## src/ccc_pkg.sv

```systemverilog
// Package: register map and constants of the channel control block
package ccc_pkg;
   // Register bus widths
   localparam int ADDR_W = 8;
   localparam int DATA_W = 8;

   // Control registers that sit outside the control window
   localparam logic [7:0] OFF_CHANNEL_MODE     = 8'h80;
   localparam logic [7:0] OFF_CH7_MASK         = 8'h82;
   localparam logic [7:0] OFF_CH7_DATA         = 8'h83;
   localparam logic [7:0] OFF_COUNT_HI         = 8'h84;
   localparam logic [7:0] OFF_COUNT_LO         = 8'h85;
   localparam logic [7:0] OFF_SYS_CTRL         = 8'h86;
   localparam logic [7:0] OFF_OUT_ACTION_UPPER = 8'h88;
   localparam logic [7:0] OFF_OUT_ACTION_LOWER = 8'h89;
   // Documented control and flag registers
   localparam logic [7:0] OFF_EDGE_UPPER       = 8'h8a;
   localparam logic [7:0] OFF_EDGE_LOWER       = 8'h8b;
   localparam logic [7:0] OFF_CH_IRQ_MASK      = 8'h8c;
   localparam logic [7:0] OFF_OVF_MASK_PRE     = 8'h8d;
   localparam logic [7:0] OFF_CH_FLAGS         = 8'h8e;
   localparam logic [7:0] OFF_OVF_FLAGS        = 8'h8f;
   // Channel value registers, two bytes per channel
   localparam logic [7:0] OFF_CHAN_BASE        = 8'h90;
   localparam logic [7:0] OFF_CHAN_LAST        = 8'h9f;
   // Flag mode and overwrite control
   localparam logic [7:0] OFF_OVERWRITE_CTRL   = 8'haa;
   localparam logic [7:0] OFF_CAPTURE_SYS      = 8'hab;

   // Reset values and the counter all-ones value
   localparam logic [7:0] RST_BYTE             = 8'h00;
   localparam logic [15:0] RST_WORD            = 16'h0000;
   localparam logic [15:0] COUNT_ALL_ONES      = 16'hffff;

   // Field positions: overflow mask and prescale register
   localparam int POS_OVF_IRQ_EN   = 7;
   localparam int POS_PULLUP_EN    = 5;
   localparam int POS_DRIVE_REDUCE = 4;
   localparam int POS_CNT_RESET_7  = 3;
   localparam int POS_PRESCALE_LO  = 0;
   localparam int PRESCALE_W       = 3;
   // Field positions: system control and overflow flag registers
   localparam int POS_TIMER_EN     = 7;
   localparam int POS_FAST_CLEAR   = 4;
   localparam int POS_OVF_FLAG     = 7;
   // Field positions: capture system register
   localparam int POS_FLAG_MODE    = 3;

   // Output action encoding
   localparam logic [1:0] ACT_DISCONNECT = 2'b00;
   localparam logic [1:0] ACT_TOGGLE     = 2'b01;
   localparam logic [1:0] ACT_LOW        = 2'b10;
   localparam logic [1:0] ACT_HIGH       = 2'b11;
   // Capture edge encoding
   localparam logic [1:0] EDGE_OFF       = 2'b00;
   localparam logic [1:0] EDGE_RISE      = 2'b01;
   localparam logic [1:0] EDGE_FALL      = 2'b10;
   localparam logic [1:0] EDGE_ANY       = 2'b11;

   // Capture pair tracking for the two-capture interrupt mode
   typedef enum logic [0:0] {CCC_PAIR_EMPTY, CCC_PAIR_ONE} ccc_pair_t;

   // Pin control bundle towards the port pads
   typedef struct packed {
      logic [7:0] out_level;
      logic [7:0] out_en;
      logic [7:0] pullup_en;
      logic       drive_reduce;
   } ccc_pin_t;
endpackage : ccc_pkg

```

## src/ccc_channel_ctrl.sv

```systemverilog
// Capture/compare channel control logic
//
// Added by the designer: the strobed register port.
`timescale 1ns/1ps
`default_nettype none
// Functional notes
// RULE1 - Compare match applies action: disconnect, toggle, low, high.
// RULE2 - Software picks compare, action 00, ch7 mask clear for accumulators.
// RULE3 - Edge field per channel: off, rising only, falling only, both edges.
// RULE4 - Channel interrupt mask bit gates each channel flag onto the interrupt.
// RULE5 - Overflow interrupt requested while overflow flag set and its enable set.
// RULE6 - Pull-up enable turns on pull-ups of timer pins used as inputs.
// RULE7 - Drive reduce bit selects reduced output drive on timer pins.
// RULE8 - Counter reset enable makes a channel-7 compare reset counter to zero.
// RULE9 - With reset enabled and ch7 value zero the counter stays at zero.
// RULE10 - Compare reset from all ones to zero does not set overflow flag.
// RULE11 - Three-bit prescale select divides module clock by one up to 128.
// RULE12 - New prescale takes effect when prescale counter is zero.
// RULE13 - Writing one clears a channel flag, zero leaves it, reads have no effect.
// RULE14 - Fast clear: capture read or compare write of channel register clears flag.
// RULE15 - Writing one to overflow flag bit clears it; reads allowed any time.
// RULE16 - Fast clear: any counter access clears the overflow flag register.
// RULE17 - Flag mode with overwrite control raises channel flag after two captures.
// RULE18 - Overflow flag set when the 16-bit counter rolls from all ones to zero.
// RULE19 - Mode bit set makes a channel compare; cleared makes it capture.
// RULE20 - Set ch7 mask bit overrides the channel output action on its pin.
// RULE21 - A flag event in the clearing cycle leaves the flag set.
module ccc_channel_ctrl
   import ccc_pkg::*;
(
   input  wire logic              ref_clk,
   input  wire logic              rst_b,
   input  wire logic [ADDR_W-1:0] reg_addr,
   input  wire logic [DATA_W-1:0] reg_wdata,
   input  wire logic              reg_wr,
   input  wire logic              reg_rd,
   output logic      [DATA_W-1:0] reg_rdata,
   input  wire logic [7:0]        pin_in,
   input  wire logic [7:0]        compare_match,
   output ccc_pin_t               pin_ctrl,
   output logic [15:0]            main_counter,
   output logic [7:0]             capture_event,
   output logic                   count_tick,
   output logic                   irq
);

   // Software-visible control state, then internal pin, prescale and pair state
   logic [7:0]  channel_mode_select;
   logic [7:0]  ch7_compare_mask;
   logic [7:0]  ch7_mask_data;
   logic [7:0]  sys_ctrl;
   logic [15:0] out_action_ctrl;
   logic [15:0] capture_edge_ctrl;
   logic [7:0]  channel_irq_enables;
   logic [7:0]  overflow_mask_and_prescale;
   logic [7:0]  channel_flag;
   logic        counter_overflow_flag;
   logic [7:0]  capture_overwrite_ctrl;
   logic [7:0]  capture_sys;
   logic [15:0] ch7_compare_value;
   logic [7:0]  compare_output_line;
   logic [7:0]  pin_prev;
   logic [6:0]  prescale_cnt;
   logic [PRESCALE_W-1:0] prescale_active;
   ccc_pair_t   pair_state [8];

   logic        timer_en;
   logic        fast_flag_clear;
   logic        flag_mode_bit;
   logic        wr_hit_flags;
   logic        rd_chan;
   logic        wr_chan;
   logic [2:0]  chan_idx;
   logic        count_access;
   logic        ch7_hit;
   logic [7:0]  compare_hit;
   logic [7:0]  flag_set;
   logic [7:0]  flag_clr;
   logic [7:0]  next_channel_flag;
   logic        ovf_set;
   logic        ovf_clr;
   logic [15:0] next_counter;

   // Field picks from a packed pair of control bytes
   function automatic logic [1:0] pair_field(input logic [15:0] regs, input int n);
      pair_field = regs[2*n +: 2];
   endfunction : pair_field

   // Byte address decode for the channel value window
   function automatic logic in_chan_window(input logic [7:0] a);
      in_chan_window = (a >= OFF_CHAN_BASE) && (a <= OFF_CHAN_LAST);
   endfunction : in_chan_window

   // Decoded control bits
   assign timer_en        = sys_ctrl[POS_TIMER_EN];
   assign fast_flag_clear = sys_ctrl[POS_FAST_CLEAR];
   assign flag_mode_bit   = capture_sys[POS_FLAG_MODE];
   assign wr_hit_flags    = reg_wr && (reg_addr == OFF_CH_FLAGS);
   assign rd_chan         = reg_rd && in_chan_window(reg_addr);
   assign wr_chan         = reg_wr && in_chan_window(reg_addr);
   assign chan_idx        = reg_addr[3:1];
   assign count_access    = (reg_rd || reg_wr) && ((reg_addr == OFF_COUNT_HI) || (reg_addr == OFF_COUNT_LO));

   // Register writes; flags handled with their set logic
   always_ff @(posedge ref_clk)
   begin
      if (!rst_b)
      begin
         channel_mode_select        <= RST_BYTE;
         ch7_compare_mask           <= RST_BYTE;
         ch7_mask_data              <= RST_BYTE;
         sys_ctrl                   <= RST_BYTE;
         out_action_ctrl            <= RST_WORD;
         capture_edge_ctrl          <= RST_WORD;
         channel_irq_enables        <= RST_BYTE;
         overflow_mask_and_prescale <= RST_BYTE;
         capture_overwrite_ctrl     <= RST_BYTE;
         capture_sys                <= RST_BYTE;
         ch7_compare_value          <= RST_WORD;
      end
      else if (reg_wr)
      begin
         case (reg_addr)
            OFF_CHANNEL_MODE:     channel_mode_select <= reg_wdata;
            OFF_CH7_MASK:         ch7_compare_mask <= reg_wdata;
            OFF_CH7_DATA:         ch7_mask_data <= reg_wdata;
            OFF_SYS_CTRL:         sys_ctrl <= reg_wdata;
            OFF_OUT_ACTION_UPPER: out_action_ctrl[15:8] <= reg_wdata;
            OFF_OUT_ACTION_LOWER: out_action_ctrl[7:0] <= reg_wdata;
            OFF_EDGE_UPPER:       capture_edge_ctrl[15:8] <= reg_wdata;
            OFF_EDGE_LOWER:       capture_edge_ctrl[7:0] <= reg_wdata;
            OFF_CH_IRQ_MASK:      channel_irq_enables <= reg_wdata;
            OFF_OVF_MASK_PRE:     overflow_mask_and_prescale <= reg_wdata;
            OFF_OVERWRITE_CTRL:   capture_overwrite_ctrl <= reg_wdata;
            OFF_CAPTURE_SYS:      capture_sys <= reg_wdata;
            // Only the channel-7 value is kept here, for the counter reset
            8'h9e:                ch7_compare_value[15:8] <= reg_wdata;
            8'h9f:                ch7_compare_value[7:0] <= reg_wdata;
            default:              ;
         endcase
      end
   end

   // Prescale divider; a new selection waits until every stage is zero
   // RULE11 free-running stage counter
   always_ff @(posedge ref_clk)
   begin
      if (!rst_b)
         prescale_cnt <= 7'h00;
      else if (timer_en)
         prescale_cnt <= prescale_cnt + 7'h01;
   end

   // RULE12 adopt selection at zero
   always_ff @(posedge ref_clk)
   begin
      if (!rst_b)
         prescale_active <= 3'h0;
      else if (prescale_cnt == 7'h00)
         prescale_active <= overflow_mask_and_prescale[POS_PRESCALE_LO +: PRESCALE_W];
   end

   // RULE11 tick when the low stages wrap
   always_comb
   begin
      count_tick = 1'b0;
      if (timer_en)
      begin
         case (prescale_active)
            3'h0:    count_tick = 1'b1;
            default: count_tick = ((prescale_cnt & ((7'h01 << prescale_active) - 7'h01)) == 7'h00);
         endcase
      end
   end

   // Channel 7 compare only counts on a compare channel
   // RULE19 compare mode gates matches
   assign compare_hit = compare_match & channel_mode_select;
   assign ch7_hit     = compare_hit[7];

   // Main counter with optional modulus reset
   always_comb
   begin
      next_counter = main_counter;
      ovf_set      = 1'b0;
      if (count_tick)
      begin
         // RULE8 modulus reset
         // RULE9 zero compare holds zero
         if (overflow_mask_and_prescale[POS_CNT_RESET_7]
             && (ch7_hit || (main_counter == ch7_compare_value)))
            next_counter = RST_WORD;
         else
         begin
            next_counter = main_counter + 16'h0001;
            // RULE18 wrap sets overflow
            // RULE10 reset path skips this
            ovf_set = (main_counter == COUNT_ALL_ONES);
         end
      end
   end

   always_ff @(posedge ref_clk)
   begin
      if (!rst_b)
         main_counter <= RST_WORD;
      else
         main_counter <= next_counter;
   end

   // Edge detect; pins are synchronous already
   always_ff @(posedge ref_clk)
   begin
      if (!rst_b)
         pin_prev <= RST_BYTE;
      else
         pin_prev <= pin_in;
   end

   // RULE3 edge selection per channel
   always_comb
   begin
      for (int n = 0; n < 8; n++)
      begin
         case (pair_field(capture_edge_ctrl, n))
            EDGE_RISE: capture_event[n] = pin_in[n] && !pin_prev[n];
            EDGE_FALL: capture_event[n] = !pin_in[n] && pin_prev[n];
            EDGE_ANY:  capture_event[n] = pin_in[n] ^ pin_prev[n];
            default:   capture_event[n] = 1'b0;
         endcase
         // RULE19 capture only on capture channels
         capture_event[n] = capture_event[n] && !channel_mode_select[n];
      end
   end

   // Pair tracking for two-capture flag mode
   always_ff @(posedge ref_clk)
   begin
      for (int n = 0; n < 8; n++)
      begin
         if (!rst_b)
            pair_state[n] <= CCC_PAIR_EMPTY;
         else if (capture_event[n])
         begin
            case (pair_state[n])
               CCC_PAIR_EMPTY: pair_state[n] <= CCC_PAIR_ONE;
               CCC_PAIR_ONE:   pair_state[n] <= CCC_PAIR_EMPTY;
               default:        pair_state[n] <= CCC_PAIR_EMPTY;
            endcase
         end
      end
   end

   // Channel flag sources and clears
   always_comb
   begin
      for (int n = 0; n < 8; n++)
      begin
         // RULE17 second capture flags in pair mode
         if (flag_mode_bit && capture_overwrite_ctrl[n])
            flag_set[n] = capture_event[n] && (pair_state[n] == CCC_PAIR_ONE);
         else
            flag_set[n] = capture_event[n];
         flag_set[n] = flag_set[n] || compare_hit[n];
         // RULE13 write one clears
         flag_clr[n] = wr_hit_flags && reg_wdata[n];
         // RULE14 fast clear by channel access
         if (fast_flag_clear && (chan_idx == 3'(n)))
            flag_clr[n] = flag_clr[n] || (rd_chan && !channel_mode_select[n])
                          || (wr_chan && channel_mode_select[n]);
      end
      // RULE21 set beats clear
      next_channel_flag = (channel_flag & ~flag_clr) | flag_set;
   end

   always_ff @(posedge ref_clk)
   begin
      if (!rst_b)
         channel_flag <= RST_BYTE;
      else
         channel_flag <= next_channel_flag;
   end

   // Overflow flag clears
   // RULE15 write one clears
   // RULE16 counter access clears
   assign ovf_clr = (reg_wr && (reg_addr == OFF_OVF_FLAGS) && reg_wdata[POS_OVF_FLAG])
                    || (fast_flag_clear && count_access);

   always_ff @(posedge ref_clk)
   begin
      if (!rst_b)
         counter_overflow_flag <= 1'b0;
      // RULE21 set beats clear
      else if (ovf_set)
         counter_overflow_flag <= 1'b1;
      else if (ovf_clr)
         counter_overflow_flag <= 1'b0;
   end

   // Pin action on compare; ch7 mask data overrides
   always_ff @(posedge ref_clk)
   begin
      if (!rst_b)
         compare_output_line <= RST_BYTE;
      else
      begin
         for (int n = 0; n < 8; n++)
         begin
            // RULE20 mask overrides action
            if (ch7_hit && ch7_compare_mask[n])
               compare_output_line[n] <= ch7_mask_data[n];
            else if (compare_hit[n])
            begin
               // RULE1 output action decode
               case (pair_field(out_action_ctrl, n))
                  ACT_TOGGLE: compare_output_line[n] <= !compare_output_line[n];
                  ACT_LOW:    compare_output_line[n] <= 1'b0;
                  ACT_HIGH:   compare_output_line[n] <= 1'b1;
                  default:    ;
               endcase
            end
         end
      end
   end

   // Pad control; action 00, mask clear leaves pin free
   always_comb
   begin
      pin_ctrl.out_level = compare_output_line;
      for (int n = 0; n < 8; n++)
      begin
         // RULE2 disconnected pin stays free
         pin_ctrl.out_en[n] = channel_mode_select[n]
                              && ((pair_field(out_action_ctrl, n) != ACT_DISCONNECT) || ch7_compare_mask[n]);
      end
      // RULE6 pull-ups on input pins only
      pin_ctrl.pullup_en = overflow_mask_and_prescale[POS_PULLUP_EN] ? ~pin_ctrl.out_en : 8'h00;
      // RULE7 drive reduction
      pin_ctrl.drive_reduce = overflow_mask_and_prescale[POS_DRIVE_REDUCE];
   end

   // Interrupt request from masked flags
   // RULE4 channel mask gating
   // RULE5 overflow enable gating
   assign irq = |(channel_flag & channel_irq_enables)
                || (counter_overflow_flag && overflow_mask_and_prescale[POS_OVF_IRQ_EN]);

   // Read data one cycle after the strobe; reads never clear flags except fast clear
   always_ff @(posedge ref_clk)
   begin
      if (!rst_b)
         reg_rdata <= RST_BYTE;
      else if (reg_rd)
      begin
         case (reg_addr)
            OFF_CHANNEL_MODE:     reg_rdata <= channel_mode_select;
            OFF_CH7_MASK:         reg_rdata <= ch7_compare_mask;
            OFF_CH7_DATA:         reg_rdata <= ch7_mask_data;
            OFF_COUNT_HI:         reg_rdata <= main_counter[15:8];
            OFF_COUNT_LO:         reg_rdata <= main_counter[7:0];
            OFF_SYS_CTRL:         reg_rdata <= sys_ctrl;
            OFF_OUT_ACTION_UPPER: reg_rdata <= out_action_ctrl[15:8];
            OFF_OUT_ACTION_LOWER: reg_rdata <= out_action_ctrl[7:0];
            OFF_EDGE_UPPER:       reg_rdata <= capture_edge_ctrl[15:8];
            OFF_EDGE_LOWER:       reg_rdata <= capture_edge_ctrl[7:0];
            OFF_CH_IRQ_MASK:      reg_rdata <= channel_irq_enables;
            OFF_OVF_MASK_PRE:     reg_rdata <= overflow_mask_and_prescale;
            OFF_CH_FLAGS:         reg_rdata <= channel_flag;
            OFF_OVF_FLAGS:        reg_rdata <= {counter_overflow_flag, 7'h00};
            OFF_OVERWRITE_CTRL:   reg_rdata <= capture_overwrite_ctrl;
            OFF_CAPTURE_SYS:      reg_rdata <= capture_sys;
            default:              reg_rdata <= RST_BYTE;
         endcase
      end
      else
         reg_rdata <= RST_BYTE;
   end

endmodule : ccc_channel_ctrl
`default_nettype wire

```

## config.mk

```make
export PLATFORM = sky130hd
export DESIGN_NAME = ccc_channel_ctrl
export DESIGN_NICKNAME = d
export VERILOG_FILES = /design/src/ccc_pkg.sv /design/src/ccc_channel_ctrl.sv
export SDC_FILE = /design/constraint.sdc
export NUM_CORES = 1
export LEC_CHECK = 0
export ABC_AREA = 1
export BUFFER_PORTS_ARGS = -buffer_cell sky130_fd_sc_hd__buf_2
export CORE_ASPECT_RATIO = 0.5
export CORE_MARGIN = 2
export CORE_UTILIZATION = 40
export CTS_CLUSTER_DIAMETER = 50
export DETAILED_ROUTE_END_ITERATION = 16
export GPL_TIMING_DRIVEN = 0
export HOLD_SLACK_MARGIN = 0.08
export PLACE_DENSITY_LB_ADDON = 0.05
export SKIP_LAST_GASP = 1
export SYNTH_ARGS = -nofsm -noshare
export SYNTH_HDL_FRONTEND = slang
export SYNTH_SLANG_ARGS = --single-unit
```

## constraint.sdc

```tcl
create_clock -name ref_clk -period 2.33 [get_ports ref_clk]
set_input_delay 0.1165 -clock ref_clk [delete_from_list [all_inputs] [get_ports ref_clk]]
set_output_delay 0.1165 -clock ref_clk [all_outputs]
set_load 0.1 [all_outputs]
```

After elaboration in Yosys (flattened, before gate mapping)
Memories as Yosys holds them, arrays and structs flattened.
Index checks and enable logic that the tools add are counted.
{ "totals": {"ram_bits": 8, "regBits": 171, "mem_count": 1, "output_inout_bits": 59, "wordCells": 500, "romBits": 0, "latch_bits": 0} }
{ "mem_list": {"columns": ["memory", "depth", "word_bits", "rd", "rd_clocked_by_memory_dff", "write_ports", "line_no", "text"], "rows": [
  ["pair_state", 8, 1, 8, 0, 8, "ccc_channel_ctrl.sv:65", "ccc_pair_t pair_state [8];"]
]} }
{ "op_classes": {"n_reduce_logical": 220, "shift": 1, "magnitude_cmp": 2, "n_addsub": 3, "div": 0, "n_mux": 138, "eq_ne": 75, "n_bitwise": 31, "n_mul": 0} }
{ "op_table": {"columns": ["op", "count"], "rows": [
  ["equality test 8 bit, second input constant", 18],
  ["case mux 8 bit (16 select lines)", 1],
  ["2-to-1 mux 1 bit", 119],
  ["logical AND 1 bit", 98],
  ["equality test 2 bit, second input constant", 32],
  ["case mux 1 bit (3 select lines)", 16],
  ["AND reduction 2 bit", 23],
  ["logical OR 1 bit", 37],
  ["nonzero test 2 bit", 17],
  ["equality test 2 x 1 -> 1 bit, second input constant", 16],
  ["logical NOT 1 bit", 32],
  ["nonzero test 4 bit", 8],
  ["bitwise AND 8 bit", 3],
  ["adder 16 x 1 -> 16 bit, second input constant", 1],
  ["equality test 16 bit", 1],
  ["equality test 16 bit, second input constant", 1],
  ["2-to-1 mux 16 bit", 1],
  ["NOT 8 bit", 2],
  ["OR 1 bit", 16],
  ["logical NOT 7 bit", 2],
  ["equality test 3 bit, second input constant", 4],
  ["greater-or-equal comparator 8 bit, second input constant", 1],
  ["<= comparator 8 bit, second input constant", 1],
  ["2-to-1 mux 8 bit", 1],
  ["10 further kinds", 19]
]} }

Depth between registers and ports, before layout
Gate-level depths: netlist (run 1).
{ "logic_depth": {"ltp_word": 10, "depth_mapped": 17, "mapped_depth_nobuf": 16} }

Least setup slack after synthesis (run 1)
Ideal clock, no wire load.
{ "synth_path": {"kind": "flip-flop to flip-flop", "start": "register pin_prev[1]", "end": "register channel_flag[1]", "arrival_ps": 3651, "slack_ps": -1392, "setup_time_ps": 70, "path_stages_with_launch": 8, "synth_period_minus_slack_ps": 3722, "path_cell_list": "dfxtp_1 ha_1 o211a_1 a211oi_1 o21ai_0 nand2_1 inv_1 a21oi_1"} }
{ "synth_between": {"elab_chain_cells": 8, "word_cells_on_any_way": 10} }
{ "synth_rtl": {"columns": ["element", "line_no", "text"], "rows": [
  ["start, declared", "ccc_channel_ctrl.sv:62", "logic [7:0] pin_prev;"],
  ["start signal, assigned", "ccc_channel_ctrl.sv:217", "pin_prev <= pin_in;"],
  ["logical NOT 1 bit", "ccc_channel_ctrl.sv:226", "EDGE_RISE: capture_event[n] = pin_in[n] && !pin_prev[n];"],
  ["logical AND 1 bit", "ccc_channel_ctrl.sv:226", null],
  ["case mux 1 bit (3 select lines) (*)", "ccc_channel_ctrl.sv:225", "case (pair_field(capture_edge_ctrl, n))"],
  ["logical AND 1 bit (*)", "ccc_channel_ctrl.sv:232", "capture_event[n] = capture_event[n] && !channel_mode_select[n];"],
  ["net capture_event[1]", "ccc_channel_ctrl.sv:42", "output logic [7:0] capture_event,"],
  ["logical AND 1 bit", "ccc_channel_ctrl.sv:261", "flag_set[n] = capture_event[n] && (pair_state[n] == CCC_PAIR_ONE);"],
  ["2-to-1 mux 1 bit (*)", "ccc_channel_ctrl.sv:260", "if (flag_mode_bit && capture_overwrite_ctrl[n])"],
  ["logical OR 1 bit (*)", "ccc_channel_ctrl.sv:264", "flag_set[n] = flag_set[n] || compare_hit[n];"],
  ["OR 8 bit (*)", "ccc_channel_ctrl.sv:273", "next_channel_flag = (channel_flag & ~flag_clr) | flag_set;"],
  ["end signal, assigned", "ccc_channel_ctrl.sv:281", "channel_flag <= next_channel_flag;"],
  ["end, declared", "ccc_channel_ctrl.sv:56", "logic [7:0] channel_flag;"]
]} }
The timed path passes the listed nets; every way through them passes the cells marked *.
A chain may end at the register's enable or synchronous reset.

Worst setup path after layout (run 1)
{ "layout_path": {"start": "register prescale_active[0]", "end": "output port count_tick"} }
{ "layout_between": {"elab_chain_cells": 6, "word_cells_on_any_way": 7} }
{ "layout_rtl": {"columns": ["element", "line_no", "text"], "rows": [
  ["start, declared", "ccc_channel_ctrl.sv:64", "logic [PRESCALE_W-1:0] prescale_active;"],
  ["start signal, assigned", "ccc_channel_ctrl.sv:160", "prescale_active <= overflow_mask_and_prescale[POS_PRESCALE_LO +: PRESCALE_W];"],
  ["left shift 1 x 3 -> 7 bit", "ccc_channel_ctrl.sv:171", "default: count_tick = ((prescale_cnt & ((7'h01 << prescale_active) - 7'h01)) == 7'h00);"],
  ["subtractor 7 x 1 -> 7 bit", "ccc_channel_ctrl.sv:171", null],
  ["bitwise AND 7 bit", "ccc_channel_ctrl.sv:171", null],
  ["logical NOT 7 bit", "ccc_channel_ctrl.sv:171", null],
  ["2-to-1 mux 1 bit (*)", "ccc_channel_ctrl.sv:169", "case (prescale_active)"],
  ["2-to-1 mux 1 bit (*)", "ccc_channel_ctrl.sv:167", "if (timer_en)"],
  ["end, declared", "ccc_channel_ctrl.sv:43", "output logic count_tick,"]
]} }
Mark *: on every way between the ends. The rest lies on a longest branch, timed or not.

==> metrics.log, run 1 <==
[metrics] outcome: finished with violations
[metrics] violated checks: setup timing
[metrics] Post-Syn Instances: 1360
[metrics] cells on worst reg2reg path: 19
[metrics] class of the tightest hold or removal check: in2reg
[metrics] least setup slack across all paths after layout: -0.0628 ns
[metrics] Adder-Cell Fraction of Synth Area: 3.75%
[metrics] Max Root-Sink Buffers: 2
[metrics] Clock H-tree levels: 4
[metrics] endpoint of the worst hold path: ch7_compare_mask[2]
[metrics] R2R Setup Slk: 0.01 ns
[metrics] vias per std cell: 5.42
[metrics] initial core utilization: 40.8%
[metrics] total inserted antenna cells: 0
[metrics] leftover overflow at the end of global routing: 0
[metrics] Synth Area in Compound Gates: 22.7%
[metrics] height of the die: 112 um
[metrics] power per unit of standard cell area: 551 nW/um2
[metrics] placer congestion estimate: 0.960
[metrics] DRC violations left: 0
[metrics] hold_sp: reg_wdata[2]
[metrics] Horiz. Die Dim: 220 um
[metrics] crit share post-route: 103%
[metrics] Min Hold Slack: 0.100 ns
[metrics] Leak Pwr: 4.51 nW
[metrics] detailed router's first-iteration violation count: 1060
[metrics] final instance area: 11200 um2
[metrics] clock skew: 0.0104 ns
[metrics] multiplexer fraction of the synthesized cell area: 0%
[metrics] HPWL Detailed: 28300 um
[metrics] top_reg_cell synth: sky130_fd_sc_hd__dfxtp_1
[metrics] wire length per cell: 20.5 um
[metrics] wire length of the first global-routing pass: 56200 um
[metrics] fraction of synthesized cell area in xor and xnor cells: 1.03%
[metrics] capturing point of the worst reg2reg path: main_counter[3]
[metrics] number of synthesized flops with an enable pin: 7
[metrics] CP Launch Point: prescale_active[0]
[metrics] register clock-pin slew on the reported worst setup and hold paths: 0.07 ns
[metrics] placed insts: 1761
[metrics] non-filler instance count after layout: 1823
[metrics] maximum number of pins on one net before global-route repair: 17
[metrics] floorplan die area: 24700 um2
[metrics] type of the worst setup path: reg2out
[metrics] largest family of logic cells by synthesized area: compound AO/OA/AOI/OAI gates
[metrics] RSZ-0062 raised after global routing: yes
[metrics] Max rail drop VDD: 0.000446 V
[metrics] synth-to-layout area growth: 20.1%
[metrics] register bit total from synthesis: 179
[metrics] critical path peak fanout: 3
[metrics] crit path time final: 2.39 ns
[metrics] share of synthesized area occupied by flip-flops and latches: 39.1%
[metrics] netlist area before placement: 9340 um2
[metrics] CTS sink cnt: 179
[metrics] Crit. End Element: output pin
[metrics] clk_lat worst skew: 0.46 ns
[metrics] Tot GR Track Use: 31.1%
[metrics] number of I/O pins: 95
[metrics] Worst-Margin Slew: 0.978 ns
[metrics] worst path required time: 2.21 ns
[metrics] max-cap violation count: 0
[metrics] number of global-route vias before repair: 9313
[metrics] startpoint class of the critical path: register
[metrics] arrival time worst endpoint: 2.28 ns
[metrics] remaining antenna violation count: 0
[metrics] total cell area at the placement stage: 10300 um2
[metrics] total count of hold-check failures in the final report: 0
[metrics] launch point of the worst reg-to-reg path: prescale_active[0]
[metrics] total of endpoints with negative setup slack in the final report: 1
[metrics] antenna violations before repair: 1
[metrics] highest clock rate: 418 MHz
[metrics] total number of vias: 9884
[metrics] number of distinct library cells after synthesis: 40
[metrics] normalized max-slew margin: 34.8%
[metrics] cell depth of the worst min-delay path: 3
[metrics] Synth Warn #: 0
[metrics] average instance area after synthesis: 6.87 um2
[metrics] final max-slew violation count: 0
[metrics] number of iterations in the first detailed-routing pass: 5
[metrics] share of layout cells above drive strength 1: 12.9%
[metrics] number of standard-cell rows in the floorplan: 39
[metrics] final WL: 37300 um
[metrics] Simple-Gate Fraction of Synth Area: 22.3%
[metrics] PortBufs: 94
[metrics] clock tree from TritonCTS: done
[metrics] Filler cells: 2403
[metrics] floorplan core area: 22900 um2
[metrics] clock root buffer master: sky130_fd_sc_hd__clkbuf_16
[metrics] CTS buffer count: 17
[metrics] post-synthesis async set-or-reset flop share: 0%
[metrics] Final Net Count: 1568
[metrics] Synth Net Count: 1424
==> placed cells by master, fill, tap and decap left out, drive strengths merged <==
master       instances
a211oi              23
a21oi              151
a221oi               2
a22o                 1
a31oi                5
and2                 1
and3                 1
buf                130
bufinv               1
clkbuf              53
clkinv               7
clkinvlp             1
dfxtp              172
dlygate4sd3         20
edfxtp               7
ha                  28
inv                205
nand2              253
nand3               56
nand4               19
nor2               137
nor3                30
nor4                 1
o2111ai              1
o211a                3
o211ai              10
o21a                 1
o21ai              131
o22ai               50
o311ai               2
o31ai                2
or2                  1
xor2                11
==> power by group <==
| part | switching [mW] | internal, mW |
|---|---|---|
| combinational | 0.274 | 0.102 |
| sequential | 0.0112 | 3.09 |
| clock | 1.26 | 1.45 |
==> worst max-delay path, stage by stage (launching register included) <==
cell and delay, ns:
sky130_fd_sc_hd__dfxtp_4 0.37, sky130_fd_sc_hd__nor2_4 0.14, sky130_fd_sc_hd__nand2_4 0.07, sky130_fd_sc_hd__ha_4 0.26, sky130_fd_sc_hd__inv_2 0.03, sky130_fd_sc_hd__nand2_2 0.05
sky130_fd_sc_hd__nand3_2 0.07, sky130_fd_sc_hd__nor2_2 0.12, sky130_fd_sc_hd__nand2_2 0.07, sky130_fd_sc_hd__nor2_2 0.09, sky130_fd_sc_hd__nor2_2 0.05, sky130_fd_sc_hd__nor2_4 0.19
sky130_fd_sc_hd__buf_6 0.14, sky130_fd_sc_hd__buf_12 0.16
==> routing by layer <==
layer,GRT usage (%),up-vias,routed length [um]
met4,9.44,2,776
met5,2.94,-,99
met2,46.8,363,16000
met1,44.1,4677,17000
met3,6.91,51,3420
li1,-,4791,-
==> metrics by stage <==
stage | setup TNS (ns) | total power, mW | utilization (%) | setup slack, ns
after floorplan | 0 | 3.34 | - | 0.0304
after global placement | -1.09 | 3.51 | 45.0 | -0.219
after detailed placement | -1.43 | 3.51 | 45.0 | -0.230
after CTS | -0.106 | 6.20 | 48.7 | -0.106
after global routing | -0.436 | 6.36 | 49.0 | -0.151
final | -0.0628 | 6.18 | 49.0 | -0.0628
==> Yosys cell counts (all sizes together) (25+ instances only) <==
library cell,count,area share [%]
nor2,137,5.7
o21ai,131,7.1
buf,25,1.6
dfxtp,172,37
a21oi,151,8.1
clkbuf,30,1.2
nand3,56,3.0
o22ai,50,3.4
inv,205,8.2
nor3,30,1.7
ha,28,3.8
nand2,253,10
==> area by class of cell <==
| class | instances | area [um2] | share of cell area [%] |
|---|---|---|---|
| sequential | 179 | 3660 | 32.6 |
| timing repair buffer | 126 | 792 | 7.06 |
| inverter | 206 | 781 | 6.96 |
| tap | 307 | 384 | 3.42 |
| clock inverter | 8 | 63.8 | 0.569 |
| clock buffer | 23 | 448 | 3.99 |
| buffer | 54 | 259 | 2.31 |
| multi-input combinational | 920 | 4830 | 43.0 |
==> repair_timing <==
item	4_1_cts	5_1_grt
hold buffers	20	0
buffers inserted	9	3
pin swaps	8	9
endpoints found under the setup margin	16	15
endpoints found under the hold margin	28	0
resized for setup	19	11
==> sequential cells by signal, indices dropped and copies added (netlist names) <==
| register | flops |
|---|---|
| ch7_compare_value | 16 |
| channel_irq_enables | 8 |
| prescale_active | 3 |
| pin_prev | 8 |
| overflow_mask_and_prescale | 8 |
| channel_flag | 8 |
| counter_overflow_flag | 1 |
| prescale_cnt | 7 |
| out_action_ctrl | 16 |
| reg_rdata | 8 |
| capture_edge_ctrl | 16 |
| channel_mode_select | 8 |
| sys_ctrl | 8 |
| ch7_compare_mask | 8 |
| compare_output_line | 8 |
| pair_state | 8 |
| capture_sys | 8 |
| capture_overwrite_ctrl | 8 |
| ch7_mask_data | 8 |
| main_counter | 16 |
==> kinds of logic (layout without fill, tap and decap cells) <==
group           Yosys count  in the layout
fa+ha+maj                28             28
compound gates          382            382
buf+inv                 261            417
flops                   179            179
xor+xnor                 11             11
simple gates            499            499
==> worst max path at each step <==
stage / to / slack (ns) / depth (start not counted)
floorplan: counter_overflow_flag / 0.03 / 9
global placement: count_tick / -0.22 / 14
detailed placement: count_tick / -0.23 / 14
CTS: count_tick / -0.11 / 13
global route: count_tick / -0.15 / 13
finish: count_tick / -0.06 / 13
Note: power is estimated with default switching activity, not from simulation.
==> run 2: changes to the inputs <==
- ABC_AREA: 1 -> default
- clock period: 2.33 -> 2.8 ns (I/O delays scaled with it)
==> run 2 against run 1 <==
Against the previous run:
- clock skew grew 0.0018 ns
- sequential share of layout area grew 0.32 points
- sequential power shrank 17%
- the run still ends with setup timing left
- clock power shrank 11%
- wire length grew 8.1%
- via count is 6.0% lower
==> metrics.log, run 2 <==
[metrics] clock tree from TritonCTS: done
[metrics] Clock H-tree levels: 4
[metrics] worst path required time: 2.66 ns
[metrics] top layer in use: met4
[metrics] final max-slew violation count: 0
[metrics] crit path time final: 2.82 ns
[metrics] critical path peak fanout: 3
[metrics] P_sw: 1.37 mW
[metrics] Synth Net Count: 1197
[metrics] post-synthesis async set-or-reset flop share: 0%
[metrics] total of endpoints with negative setup slack in the final report: 1
[metrics] clock root buffer master: sky130_fd_sc_hd__clkbuf_16
[metrics] total count of hold-check failures in the final report: 0
[metrics] Filler cells: 2297
[metrics] pre-CTS WS: -0.515 ns
[metrics] family of cells with the greatest summed delay on the critical path: simple AND/OR/NAND/NOR gates
[metrics] Critical path buffers and inverters: 3
[metrics] startpoint class of the critical path: register
[metrics] remaining antenna violation count: 0
[metrics] clk_lat worst skew: 0.46 ns
[metrics] number of iterations in the first detailed-routing pass: 5
[metrics] power per unit of standard cell area: 480 nW/um2
[metrics] detailed router's first-iteration violation count: 1138
[metrics] most frequent cells in the layout: sky130_fd_sc_hd__dfxtp_1, sky130_fd_sc_hd__nor2_1, sky130_fd_sc_hd__nand2_1
[metrics] multi-input logic area: 5280 um2
[metrics] internal power contribution: 3.96 mW
[metrics] share of total power consumed by net switching: 25.7%
[metrics] end-of-flow core utilization: 48.6%
[metrics] crit path cell chain: or3_4, ha_4, o21ai_0, o41a_1, or3_4, buf_6, clkinvlp_4, buf_12
[metrics] average instance area after synthesis: 8.27 um2
[metrics] Final Net Count: 1335
[metrics] CTS sink cnt: 179
[metrics] number of global-route vias before repair: 8528
[metrics] wire length of the first global-routing pass: 58300 um
[metrics] normalized max-slew margin: 27.3%
[metrics] Crit. End Element: output pin
[metrics] fraction of power consumed by sequential logic: 48.3%
[metrics] wire length on met1: 19500 um
[metrics] proportion of netlist area held by the largest area contributor: 36.8%
[metrics] area leader, netlist: sky130_fd_sc_hd__dfxtp_1
[metrics] number of standard-cell rows in the floorplan: 39
[metrics] final WL: 40300 um
[metrics] class of the tightest hold or removal check: in2reg
[metrics] crit share post-route: 101%
[metrics] register clock-pin slew on the reported worst setup and hold paths: 0.07 ns
[metrics] leading cell type in the layout, fill and taps excluded: sky130_fd_sc_hd__dfxtp_1
[metrics] number of synthesized flops with an enable pin: 7
[metrics] top_reg_cell synth: sky130_fd_sc_hd__dfxtp_1
[metrics] Horiz. Die Dim: 220 um
[metrics] wire length per cell: 25.4 um
[metrics] Tot GR Track Use: 33.3%
[metrics] total number of vias: 9290
[metrics] combinational group share of total power: 6.9%
[metrics] HPWL Detailed: 30200 um
[metrics] RSZ-0062 raised after global routing: yes
[metrics] CTS buffer count: 17
[metrics] PortBufs: 90
[metrics] delay of the slowest cell on the worst path: 0.40 ns
[metrics] clock share of power: 44.8%
[metrics] total inserted antenna cells: 0
[metrics] floorplan die area: 24700 um2
[metrics] netlist area before placement: 9370 um2
[metrics] initial core utilization: 40.9%
[metrics] cells taking the most area after synthesis: sky130_fd_sc_hd__dfxtp_1, sky130_fd_sc_hd__mux2i_1, sky130_fd_sc_hd__nor2_1
[metrics] CP max stage cell: sky130_fd_sc_hd__or3_4
[metrics] Synth Warn #: 0
[metrics] vias per std cell: 5.84
[metrics] number of I/O pins: 95
[metrics] register bit total from synthesis: 179
[metrics] count leader, synth: sky130_fd_sc_hd__dfxtp_1
[metrics] max-cap violation count: 0
[metrics] Max rail drop VDD: 0.000324 V
[metrics] arrival time worst endpoint: 2.68 ns
[metrics] least setup slack across all paths after layout: -0.0232 ns
[metrics] amount of wire on met3 after detailed routing: 4250 um
[metrics] Most Frequent Cell on Critical Path: sky130_fd_sc_hd__or3_4
[metrics] height of the die: 112 um
[metrics] Seq. cell area: 3660 um2
[metrics] leftover overflow at the end of global routing: 0
[metrics] share of synthesized area occupied by flip-flops and latches: 39.0%
[metrics] DRC violations left: 0
[metrics] highest clock rate: 354 MHz
[metrics] leading post-synthesis cells by instance count: sky130_fd_sc_hd__dfxtp_1, sky130_fd_sc_hd__nor2_1, sky130_fd_sc_hd__nand2_1
[metrics] antenna violations before repair: 0
[metrics] type of the worst setup path: reg2out
[metrics] share of layout cells above drive strength 1: 13.3%
[metrics] violated checks: setup timing
[metrics] placer congestion estimate: 0.988
[metrics] sum of met2 wire segment lengths after detailed routing: 16000 um
[metrics] number of distinct library cells after synthesis: 63
[metrics] Worst-Margin Slew: 1.09 ns
[metrics] clock skew: 0.0122 ns
[metrics] maximum number of pins on one net before global-route repair: 17
[metrics] outcome: finished with violations
[metrics] Post-Syn Instances: 1133
[metrics] floorplan core area: 22900 um2
[metrics] Max Root-Sink Buffers: 2
[metrics] Leak Pwr: 4.33 nW
[metrics] synth-to-layout area growth: 18.7%
[run 2: cell count changes after synthesis, moves of 29 or more]
cell	delta
sky130_fd_sc_hd__a21oi_1	-80
sky130_fd_sc_hd__mux2i_1	+112
sky130_fd_sc_hd__o22ai_1	-42
sky130_fd_sc_hd__o21ai_0	-69
sky130_fd_sc_hd__clkbuf_1	+29
sky130_fd_sc_hd__nand2_1	-129
sky130_fd_sc_hd__inv_1	-155
[run 2: cell type report]
type | count | area share [%]
Clock buffer | 24 | 4.33
Multi-Input combinational cell | 831 | 47.5
Inverter | 48 | 1.66
Timing Repair Buffer | 122 | 6.78
Sequential cell | 179 | 33.0
Tap cell | 307 | 3.46
Buffer | 72 | 2.63
Clock inverter | 7 | 0.653
[run 2: through the flow]
step | total power, mW | instance area, um2 | std cells | setup TNS (ns) | hold WS (ns)
3_5_place_dp | 2.97 | 10300 | 1530 | -6.26 | 0.406
4_1_cts | 5.35 | 11100 | 1585 | -0.172 | 0.0900
3_3_place_gp | 2.97 | 10300 | 1530 | -6.53 | 0.393
2_1_floorplan | 2.80 | 9420 | 1133 | 0 | 0.280
6_report | 5.33 | 11100 | 1590 | -0.0232 | 0.121
5_1_grt | 5.48 | 11100 | 1590 | -0.120 | 0.106
[run 2: worst reg2reg max path: stages (launching register included)]
cell and delay [ns]:
sky130_fd_sc_hd__dfxtp_4 0.34, sky130_fd_sc_hd__or3_4 0.40, sky130_fd_sc_hd__ha_4 0.27, sky130_fd_sc_hd__o21ai_0 0.07, sky130_fd_sc_hd__o41a_1 0.37, sky130_fd_sc_hd__or3_4 0.40, sky130_fd_sc_hd__buf_6 0.13, sky130_fd_sc_hd__buf_4 0.15
sky130_fd_sc_hd__or3_1 0.34, sky130_fd_sc_hd__a21oi_1 0.14
[run 2: final timing paths]
kind	slack [ns]	to	start	cells past startpoint
setup / recovery	-0.02	count_tick	prescale_active[1]	8
hold / removal	0.12	ch7_mask_data[3]	reg_wdata[3]	3
setup reg to reg	0.12	main_counter[6]	prescale_active[1]	9
hold reg to reg	0.49	ch7_mask_data[1]	ch7_mask_data[1]	2
[run 2: what timing repair did]
| item | in CTS | in global routing |
|---|---|---|
| endpoints found under the setup margin | 12 | 12 |
| pin swaps | 4 | 5 |
| hold buffers | 19 | 0 |
| hold endpoints to repair | 20 | 0 |
| gates resized for setup | 10 | 2 |
| setup buffers | 7 | 6 |
[run 2: cells by family after synthesis]
logic type,share of synthesized area [%]
and+or+nand+nor,20.3
AOI/OAI and AO/OA,15.7
DFF,39.0
buffers and inverters,5.21
muxes,13.2
xor gates and xnor gates,2.90
adders and majority gates,3.74
[run 2: layer usage]
layer | vias to the layer above | global-route usage, %
li1 | 4247 | -
met1 | 4579 | 49.7
met2 | 427 | 45.6
met3 | 37 | 10.7
met4 | 0 | 8.10
met5 | - | 0
[run 2: power by group through the flow]
stage          clock, mW  sequential (mW)  combinational (mW)
2_1_floorplan          0             2.64               0.162
3_3_place_gp           0             2.64               0.332
3_5_place_dp           0             2.64               0.334
4_1_cts             2.41             2.58               0.357
5_1_grt             2.51             2.58               0.388
6_report            2.39             2.58               0.369
